$ cat src/core/pad_pull_pkg.sv
package pad_pull_pkg;

  localparam logic [7:0]  PORT_C_PULL_OFFSET = 8'hB8;
  localparam logic [7:0]  PORT_D_PULL_OFFSET = 8'hBC;
  localparam int          MASK_LSB           = 16;
  localparam int          FIELD_W            = 2;
  localparam int          PORT_C_PADS        = 8;
  localparam int          PORT_D_PADS        = 2;
  localparam logic [15:0] PORT_C_RESET       = 16'h5AAA;
  localparam logic [15:0] PORT_D_RESET       = 16'h0005;
  localparam logic [15:0] PORT_D_RW_MASK     = 16'h000F;
  localparam logic [1:0]  RESP_OKAY          = 2'h0;
  localparam logic [1:0]  RESP_SLVERR        = 2'h2;

  typedef enum logic [1:0] {
    PULL_HIGH_Z    = 2'h0,
    PULL_UP_WEAK   = 2'h1,
    PULL_DOWN_WEAK = 2'h2,
    PULL_KEEPER    = 2'h3
  } pull_mode_t;

endpackage

$ cat src/core/pad_pull_control_bank.sv
`timescale 1ns/100ps
// Behaviour
// (RULE1) A write changes lower bit n only where bit 16+n of the write data is one.
// (RULE2) A lower bit whose mask bit is zero keeps its old value whatever is written.
// (RULE3) Each two-bit pad field gives 00 high impedance, 01 pull-up, 10 pull-down, 11 keeper.
// (RULE4) The port C register sits at 0xB8 with pad 7 in bits 15:14 down to pad 0 in bits 1:0.
// (RULE5) The port D register sits at 0xBC with pads 1 and 0 in bits 3:0, bits 15:4 read-only.
// (RULE6) Reset gives pull-up on port C pads 7, 6 and port D pads; pull-down on C pads 5 to 0.
module pad_pull_control_bank
  import pad_pull_pkg::*;
(
  input  wire logic        aclk,
  input  wire logic        aresetn,
  input  wire logic [7:0]  s_axi_awaddr,
  input  wire logic        s_axi_awvalid,
  output logic             s_axi_awready,
  input  wire logic [31:0] s_axi_wdata,
  input  wire logic [3:0]  s_axi_wstrb,
  input  wire logic        s_axi_wvalid,
  output logic             s_axi_wready,
  output logic [1:0]       s_axi_bresp,
  output logic             s_axi_bvalid,
  input  wire logic        s_axi_bready,
  input  wire logic [7:0]  s_axi_araddr,
  input  wire logic        s_axi_arvalid,
  output logic             s_axi_arready,
  output logic [31:0]      s_axi_rdata,
  output logic [1:0]       s_axi_rresp,
  output logic             s_axi_rvalid,
  input  wire logic        s_axi_rready,
  output pull_mode_t       port_c_pad_pull [PORT_C_PADS],
  output pull_mode_t       port_d_pad_pull [PORT_D_PADS]
);

  logic        aw_held_q;
  logic [7:0]  aw_addr_q;
  logic        w_held_q;
  logic [31:0] w_data_q;
  logic [3:0]  w_strb_q;
  logic [15:0] port_c_q;
  logic [15:0] port_d_q;
  logic        bvalid_q;
  logic [1:0]  bresp_q;
  logic        rvalid_q;
  logic [31:0] rdata_q;
  logic [1:0]  rresp_q;

  // Address and data are caught independently; the write fires once both are held.
  assign s_axi_awready = !aw_held_q && !bvalid_q;
  assign s_axi_wready  = !w_held_q && !bvalid_q;
  assign s_axi_arready = !rvalid_q;

  wire        aw_take   = s_axi_awvalid && s_axi_awready;
  wire        w_take    = s_axi_wvalid && s_axi_wready;
  wire        wr_fire   = aw_held_q && w_held_q && !bvalid_q;
  wire        hit_c_wr  = aw_addr_q == PORT_C_PULL_OFFSET; // [RULE4]
  wire        hit_d_wr  = aw_addr_q == PORT_D_PULL_OFFSET; // [RULE5]
  // Mask bits live in the upper lanes; a lane whose strobe is off cannot unmask anything.
  wire [15:0] wmask     = w_data_q[31:16] & {{8{w_strb_q[3]}}, {8{w_strb_q[2]}}}
                          & {{8{w_strb_q[1]}}, {8{w_strb_q[0]}}};
  wire [15:0] port_c_d  = (port_c_q & ~wmask) | (w_data_q[15:0] & wmask); // [RULE1] [RULE2]
  wire [15:0] port_d_d  = (port_d_q & ~(wmask & PORT_D_RW_MASK))
                          | (w_data_q[15:0] & wmask & PORT_D_RW_MASK); // [RULE1] [RULE2] [RULE5]
  // An unmapped read returns zero data together with an error response.
  wire        ar_take   = s_axi_arvalid && s_axi_arready;
  wire        hit_c_rd  = s_axi_araddr == PORT_C_PULL_OFFSET;
  wire        hit_d_rd  = s_axi_araddr == PORT_D_PULL_OFFSET;
  wire [31:0] rd_word   = hit_c_rd ? {16'h0000, port_c_q} :
                          hit_d_rd ? {16'h0000, port_d_q} : 32'h0000_0000;

  // The held flags let address and data arrive in either order. Both channels are refused
  // while a response waits, so a second write can never overtake the first.
  always_ff @(posedge aclk) begin
    if (!aresetn) begin
      aw_held_q <= 1'b0;
      aw_addr_q <= 8'h00;
      w_held_q  <= 1'b0;
      w_data_q  <= 32'h0000_0000;
      w_strb_q  <= 4'h0;
    end else begin
      if (aw_take) begin
        aw_held_q <= 1'b1;
        aw_addr_q <= s_axi_awaddr;
      end else if (wr_fire) begin
        aw_held_q <= 1'b0;
      end
      if (w_take) begin
        w_held_q <= 1'b1;
        w_data_q <= s_axi_wdata;
        w_strb_q <= s_axi_wstrb;
      end else if (wr_fire) begin
        w_held_q <= 1'b0;
      end
    end
  end

  // Only a mapped write touches a register; an unmapped one is answered with an error
  // and leaves every pad as it was.
  always_ff @(posedge aclk) begin
    if (!aresetn) begin
      port_c_q <= PORT_C_RESET; // [RULE6]
      port_d_q <= PORT_D_RESET; // [RULE6]
    end else if (wr_fire) begin
      if (hit_c_wr) begin
        port_c_q <= port_c_d;
      end
      if (hit_d_wr) begin
        port_d_q <= port_d_d;
      end
    end
  end

  // A new write cannot fire while the response still stands, so the set and the clear of
  // the response flag never meet in one cycle and no response is lost.
  always_ff @(posedge aclk) begin
    if (!aresetn) begin
      bvalid_q <= 1'b0;
      bresp_q  <= RESP_OKAY;
    end else if (wr_fire) begin
      bvalid_q <= 1'b1;
      bresp_q  <= (hit_c_wr || hit_d_wr) ? RESP_OKAY : RESP_SLVERR;
    end else if (s_axi_bready) begin
      bvalid_q <= 1'b0;
    end
  end

  // Read data are captured at the take edge, so a write landing in that same cycle is seen
  // only by the next read.
  always_ff @(posedge aclk) begin
    if (!aresetn) begin
      rvalid_q <= 1'b0;
      rdata_q  <= 32'h0000_0000;
      rresp_q  <= RESP_OKAY;
    end else if (ar_take) begin
      rvalid_q <= 1'b1;
      rdata_q  <= rd_word; // [RULE6]
      rresp_q  <= (hit_c_rd || hit_d_rd) ? RESP_OKAY : RESP_SLVERR;
    end else if (s_axi_rready) begin
      rvalid_q <= 1'b0;
    end
  end

  assign s_axi_bvalid = bvalid_q;
  assign s_axi_bresp  = bresp_q;
  assign s_axi_rvalid = rvalid_q;
  assign s_axi_rdata  = rdata_q;
  assign s_axi_rresp  = rresp_q;

  // The pad cells see the register bits directly, so a pull change reaches the pins one
  // cycle after the write fires.
  for (genvar p = 0; p < PORT_C_PADS; p++) begin : g_port_c
    assign port_c_pad_pull[p] = pull_mode_t'(port_c_q[FIELD_W*p +: FIELD_W]); // [RULE3] [RULE4]
  end
  for (genvar p = 0; p < PORT_D_PADS; p++) begin : g_port_d
    assign port_d_pad_pull[p] = pull_mode_t'(port_d_q[FIELD_W*p +: FIELD_W]); // [RULE3] [RULE5]
  end

  // Register checks; all but the reset check are idle while reset is applied.
  masked_write_a: assert property (@(posedge aclk) disable iff (!aresetn) // [RULE1]
    wr_fire && hit_c_wr |=> port_c_q == $past(port_c_d))
    else $error("port C value differs from masked write");
  unmasked_hold_a: assert property (@(posedge aclk) disable iff (!aresetn) // [RULE2]
    wr_fire && hit_c_wr |=> ((port_c_q ^ $past(port_c_q)) & ~$past(wmask)) == 16'h0000)
    else $error("unmasked port C bit changed");
  pad_decode_a: assert property (@(posedge aclk) disable iff (!aresetn) // [RULE3]
    port_c_pad_pull[7] == pull_mode_t'(port_c_q[15:14]))
    else $error("pad 7 pull code mismatched");
  port_c_read_a: assert property (@(posedge aclk) disable iff (!aresetn) // [RULE4]
    ar_take && hit_c_rd |=> rdata_q == {16'h0000, $past(port_c_q)} && rvalid_q)
    else $error("port C read data wrong");
  reserved_zero_a: assert property (@(posedge aclk) disable iff (!aresetn) // [RULE5]
    port_d_q[15:4] == 12'h000)
    else $error("port D reserved bits not zero");
  port_d_quiet_a: assert property (@(posedge aclk) disable iff (!aresetn) // [RULE5]
    !(wr_fire && hit_d_wr) |=> port_d_q == $past(port_d_q))
    else $error("port D changed without write");
  reset_value_a: assert property (@(posedge aclk) // [RULE6]
    !aresetn |=> port_c_q == PORT_C_RESET && port_d_q == PORT_D_RESET)
    else $error("reset value wrong");
  write_resp_a: assert property (@(posedge aclk) disable iff (!aresetn) // [RULE1]
    wr_fire |=> bvalid_q)
    else $error("write response missing");
  // The response is checked one cycle at a time while it waits, so a slow master needs
  // no bound here.
  write_hold_a: assert property (@(posedge aclk) disable iff (!aresetn) // [RULE1]
    bvalid_q && !s_axi_bready |=> bvalid_q && $stable(bresp_q))
    else $error("write response dropped before taken");
  port_d_write_a: assert property (@(posedge aclk) disable iff (!aresetn) // [RULE1]
    wr_fire && hit_d_wr |=> port_d_q == $past(port_d_d))
    else $error("port D value differs from masked write");
  port_d_hold_a: assert property (@(posedge aclk) disable iff (!aresetn) // [RULE2]
    wr_fire && hit_d_wr |=> ((port_d_q ^ $past(port_d_q)) & ~$past(wmask)) == 16'h0000)
    else $error("unmasked port D bit changed");
  port_c_quiet_a: assert property (@(posedge aclk) disable iff (!aresetn) // [RULE2]
    !(wr_fire && hit_c_wr) |=> port_c_q == $past(port_c_q))
    else $error("port C changed without write");
  port_d_decode_a: assert property (@(posedge aclk) disable iff (!aresetn) // [RULE3]
    port_d_pad_pull[1] == pull_mode_t'(port_d_q[3:2]))
    else $error("port D pad 1 pull code mismatched");
  write_okay_a: assert property (@(posedge aclk) disable iff (!aresetn) // [RULE4]
    wr_fire && (hit_c_wr || hit_d_wr) |=> bresp_q == RESP_OKAY)
    else $error("mapped write not answered okay");
  write_miss_a: assert property (@(posedge aclk) disable iff (!aresetn) // [RULE4]
    wr_fire && !hit_c_wr && !hit_d_wr |=> bresp_q == RESP_SLVERR
    && port_c_q == $past(port_c_q) && port_d_q == $past(port_d_q))
    else $error("unmapped write not refused");
  read_miss_a: assert property (@(posedge aclk) disable iff (!aresetn) // [RULE4]
    ar_take && !hit_c_rd && !hit_d_rd |=> rresp_q == RESP_SLVERR && rdata_q == 32'h0000_0000)
    else $error("unmapped read not refused");
  read_hold_a: assert property (@(posedge aclk) disable iff (!aresetn) // [RULE4]
    rvalid_q && !s_axi_rready |=> rvalid_q && $stable(rdata_q) && $stable(rresp_q))
    else $error("read data dropped before taken");
  port_d_read_a: assert property (@(posedge aclk) disable iff (!aresetn) // [RULE5]
    ar_take && hit_d_rd |=> rdata_q == {16'h0000, $past(port_d_q)} && rvalid_q)
    else $error("port D read data wrong");

  // Covers for the main scenarios.
  c_write_cov: cover property (@(posedge aclk) disable iff (!aresetn) wr_fire && hit_c_wr);
  d_write_cov: cover property (@(posedge aclk) disable iff (!aresetn) wr_fire && hit_d_wr);
  miss_cov: cover property (@(posedge aclk) disable iff (!aresetn) ar_take && !hit_c_rd && !hit_d_rd);
  keeper_cov: cover property (@(posedge aclk) disable iff (!aresetn)
    port_c_pad_pull[0] == PULL_KEEPER);
  d_read_cov: cover property (@(posedge aclk) disable iff (!aresetn) ar_take && hit_d_rd);

endmodule // pad_pull_control_bank

$ cat config.mk
export PLATFORM = sky130hd
export DESIGN_NAME = pad_pull_control_bank
export DESIGN_NICKNAME = d
export VERILOG_FILES = /design/src/core/pad_pull_pkg.sv /design/src/core/pad_pull_control_bank.sv
export SDC_FILE = /design/constraint.sdc
export NUM_CORES = 1
export LEC_CHECK = 0
export ABC_AREA = 1
export BUFFER_PORTS_ARGS = -buffer_cell sky130_fd_sc_hd__buf_2
export CAP_MARGIN = 20
export CORE_UTILIZATION = 50
export DETAILED_ROUTE_END_ITERATION = 6
export PLACE_DENSITY = 0.79
export SYNTH_ARGS = -nofsm -noshare
export SYNTH_HDL_FRONTEND = slang
export SYNTH_SLANG_ARGS = --single-unit
export TNS_END_PERCENT = 30
$ cat constraint.sdc
create_clock -name aclk -period 1.8 [get_ports aclk]
set_clock_uncertainty 0.1 [all_clocks]
set_input_delay 0.18 -clock aclk [delete_from_list [all_inputs] [get_ports aclk]]
set_output_delay 0.18 -clock aclk [all_outputs]
set_load 0.05 [all_outputs]
## After elaboration in Yosys (flattened, before gate mapping)

Index checks and enable logic that the tools add are counted.

- Output and inout bits: 61
- Input bits: 59
- Register bits: 116
- Logic and storage cells: 55

- Reductions and logical operators: 19
- Eq/ne operators: 4
- Mux-type cells: 11
- Bitwise logic cells: 9

Operators by type and width:

| operator | count |
|---|---|
| $and 16x16->16 | 5 |
| $eq 8x8->1 const B | 4 |
| $mux 16 | 2 |
| $not 16->16 | 1 |
| $not 4->16 | 1 |
| $or 16x16->16 | 1 |
| $or 16x4->16 | 1 |
| $reduce_bool 2->1 | 4 |
| $logic_and 1x1->1 | 7 |
| $mux 1 | 7 |
| $logic_not 1->1 | 4 |
| $mux 2 | 2 |
| $reduce_and 2->1 | 2 |
| $logic_or 1x1->1 | 2 |

## Longest topological paths before layout

- Word-level depth: 5
- Depth in mapped cells: 9
- Gate-level depth less buffers: 8

## Worst setup path after synthesis

Ideal clock, no wire load.

- Path kind: reg2reg
- Start: register bvalid_q (netlist: s_axi_bvalid)
- End: register aw_addr_q[6]
- Data arrival time: 1,920 ps
- Path buffers: 1
- Period minus slack after synthesis: 2,137 ps
- Required time: 1,583 ps
- Slack: -337 ps
- Stages on the path, launching flop included: 6
- Setup time: 117 ps
- Path through: dfxtp_1 > nor2_1 > nand2_1 > buf_4 > o21ai_1 > a21oi_1

- Word-level cells in the longest chain between the ends: 3

Ends and longest elaborated chain:

| item | line | source |
|---|---|---|
| from (decl) | pad_pull_control_bank.sv:42 | `logic bvalid_q;` |
| from (signal assigned) | pad_pull_control_bank.sv:117 | `bvalid_q <= 1'b0;` |
| from (signal assigned) | pad_pull_control_bank.sv:120 | `bvalid_q <= 1'b1;` |
| from (signal assigned) | pad_pull_control_bank.sv:123 | `bvalid_q <= 1'b0;` |
| $logic_not 1->1 | pad_pull_control_bank.sv:49 | `assign s_axi_awready = !aw_held_q && !bvalid_q;` |
| $logic_and 1x1->1 | pad_pull_control_bank.sv:49 |  |
| named net s_axi_awready | pad_pull_control_bank.sv:16 | `output logic s_axi_awready,` |
| $logic_and 1x1->1 | pad_pull_control_bank.sv:53 | `wire aw_take = s_axi_awvalid && s_axi_awready;` |
| to (signal assigned) | pad_pull_control_bank.sv:83 | `aw_addr_q <= s_axi_awaddr;` |
| to (decl) | pad_pull_control_bank.sv:36 | `logic [7:0] aw_addr_q;` |

The timed path passes the listed nets, and every way through them passes these cells.
A chain may end at the register's enable or synchronous reset.

## Worst setup path after layout

- Start: register bvalid_q (netlist: s_axi_bvalid)
- End: output s_axi_bvalid

RTL lines:

| item | line | source |
|---|---|---|
| to (decl) | pad_pull_control_bank.sv:22 | `output logic s_axi_bvalid,` |

No word-level cell between the ends.

==> results.toml <==
[synth]
yosysSeqAreaShare_pct = 46.5
ys_ff_latch = 86
synthCells = 501
synth_cell_type_count = 25
async_flop_share_pct = 0
synth_ff_type = "dfxtp_1"
synth_edf_count = 0
syn_avg_cell_area_sq_um = 7.39
ys_warn_count = 0
synth_area_sq_um = 3700

[timing]
setup_viol = 0
fmax_mhz = 653
hold_viol_final = 1
slew_headroom_pct = 65.5
rsz0062_at_grt = "no"
tns_ns = 0
final-max-slew-violation-count = 0
worst_slew_pin_slew_ns = 0.517
period_share_pct = 85.1
hold_ws_ns = -0.00138
setup_slack_ns = 0.268
period_minus_slack_ns = 1.53

[cells_and_area]
final_common_cell = "buf_2"
nFillCells = 655
area.growth.synth_to_final_pct = 25.5
antennaDiodeCount = 0
final_nets = 675
stdcell_area_sq_um = 4650
layout-drive-gt1-share_pct = 22.9
final_cell_mix = "101 x buf_2, 97 x nor2_1, 86 x dfxtp_1, 55 x nand2_1, 47 x o21ai_1"

[placed_design]
dp_slack_ns = 0.344
place_area_sq_um = 4220
dpl.hpwl_mm = 6.37
io_buffers = 101
gp_routability_congestion = 0.862

[clocking]
post_cts_buffers = 0
clock_tree.root_cell = "clkbuf_8"
cts_max_level = 3
cts.sinks = 86
cts_buffer_depth = 2
clk-insertion-delay-late_ns = 0.36
tritoncts = "yes"
clk_pin_slew_ns = 0.08
cts_inserted_buffers = 9

[setup_path]
cpMaxStageDelayCell = "dfxtp_1"
path_cells = "buf_2"
path_delay_family = "flip-flops"
cp-end-kind = "primary output"
cp-start-kind = "register"
worstPathRequired_ns = 1.52
critPathArrivalTime_ns = 1.25
cp.buffers_inverters = 1
critPathKind = "reg2out"
critPathMaxStageDelay_ns = 0.56
cp_max_fo = 5

[power]
clkPwrFrac_pct = 34.5
power.net_switching_uw = 1250
pwr_density_cell_nw_per_um2 = 930
intPower_uw = 3070
seqPwrFrac_pct = 48.5
p_sw_share_pct = 28.9
p_comb_share_pct = 17.0
leakagePower_uw = 0.00218
peakVddDrop_uv = 468

[routing]
routed_wl_mm = 9.13
drc = 0
vias = 3579
ant_nets = 0
via_per_inst = 4.97
drtIter0Drc = 155
maxUsedRoutingLayer = "met4"
drt_pre_antenna_iters = 4
dr_wl_met2_mm = 4.70
wl_per_cell_um = 12.7
wl_met3_um = 430
wl_met1_mm = 3.77

[floorplan]
die_w_um = 88.1
rows = 31
start_util_pct = 51.3
fp.dieH_um = 88.1
core-area_sq_um = 7210
ioPinCount = 120
die_area_sq_um = 7760

[global_route]
antenna_found_initial = 0
grt_max_degree = 39
overflow = 0
grt_use_total_pct = 25.2
grt_pass1_wl_mm = 15.0
grt_pass1_vias = 3473

[outcome]
violations = "negative hold slack"
status = "finished with violations"

[hold_path]
hold_path.class = "in2reg"

[flow_run]
cap_violations = 0
-- Yosys cell counts, types with 3 or more instances --
| master | instances | share of area (%) |
|---|---|---|
| nor2_1 | 98 | 9.9 |
| dfxtp_1 | 86 | 46 |
| nand2_1 | 55 | 5.6 |
| o21ai_1 | 47 | 6.4 |
| nand3_1 | 46 | 6.2 |
| inv_1 | 44 | 4.5 |
| a21oi_1 | 37 | 5.0 |
| buf_4 | 23 | 4.7 |
| o21ai_0 | 12 | 1.6 |
| clkbuf_1 | 11 | 1.1 |
| nand4_1 | 10 | 1.7 |
| buf_2 | 6 | 0.81 |
| inv_2 | 5 | 0.51 |
| buf_6 | 3 | 0.91 |
| nand2_2 | 3 | 0.51 |
| nor2_4 | 3 | 0.91 |
-- worst register-to-register path, delay by kind of cell (launching register included) --
kind	cells	cell delay, ns
buffers and inverters	1	0.14
DFF	1	0.56
and+or+nand+nor	4	0.59
-- final cells by class --
class	count	area [sq um]	share of cell area (%)
sequential	86	1720	37.0
tap	99	124	2.67
multi-input combinational	340	1600	34.5
timing repair buffer	130	801	17.2
clock buffer	12	145	3.12
clock inverter	4	70.1	1.51
inverter	49	184	3.96
-- final timing paths --
path / slack [ns] / depth (start not counted) / from / to
worst min-delay path: -0.001 / 3 / s_axi_wdata[21] / w_data_q[21]$_SDFFE_PN0P_
worst max-delay path: 0.27 / 1 / s_axi_bvalid$_SDFFE_PN0P_ / s_axi_bvalid
worst max register to register: 0.32 / 5 / s_axi_bvalid$_SDFFE_PN0P_ / aw_addr_q[7]$_SDFFE_PN0P_
worst min register to register: 0.36 / 2 / w_data_q[28]$_SDFFE_PN0P_ / w_data_q[28]$_SDFFE_PN0P_
-- metrics by stage --
step                hold WS (ns)  cells  total power, uW  util (%)
floorplan                  0.226    518             2690         -
global placement           0.313    683             2810      58.5
detailed placement         0.323    683             2830      58.5
CTS                      0.00215    720             4330      64.4
global route             0.00506    720             4510      64.4
finish                  -0.00138    720             4320      64.4
-- power groups by stage --
stage	Sequential, uW	Clock [uW]	Combinational [uW]
2_1_floorplan	2230	0	461
3_3_place_gp	2130	0	679
3_5_place_dp	2140	0	695
4_1_cts	2090	1500	733
5_1_grt	2110	1590	809
6_report	2100	1490	735
-- repair_timing --
item | in CTS | in global routing
endpoints found under the hold margin | 21 | 0
hold buffers | 21 | 0
gates resized for setup | 0 | 0
-- layer usage --
metal  GRT usage [%]  up-vias
li1                -     1810
met5               0        -
met3            4.43       21
met1            27.6     1645
met2            47.4      103
met4            10.6        0
-- cell families after synthesis --
| group | after synthesis | share of synthesized area (%) |
|---|---|---|
| AOI/OAI and AO/OA | 98 | 13.4 |
| other | 1 | 0.101 |
| and+or+nand+nor | 224 | 27.6 |
| buffers and inverters | 92 | 12.5 |
| DFF | 86 | 46.5 |
Note: power is estimated with default switching activity, not from simulation.
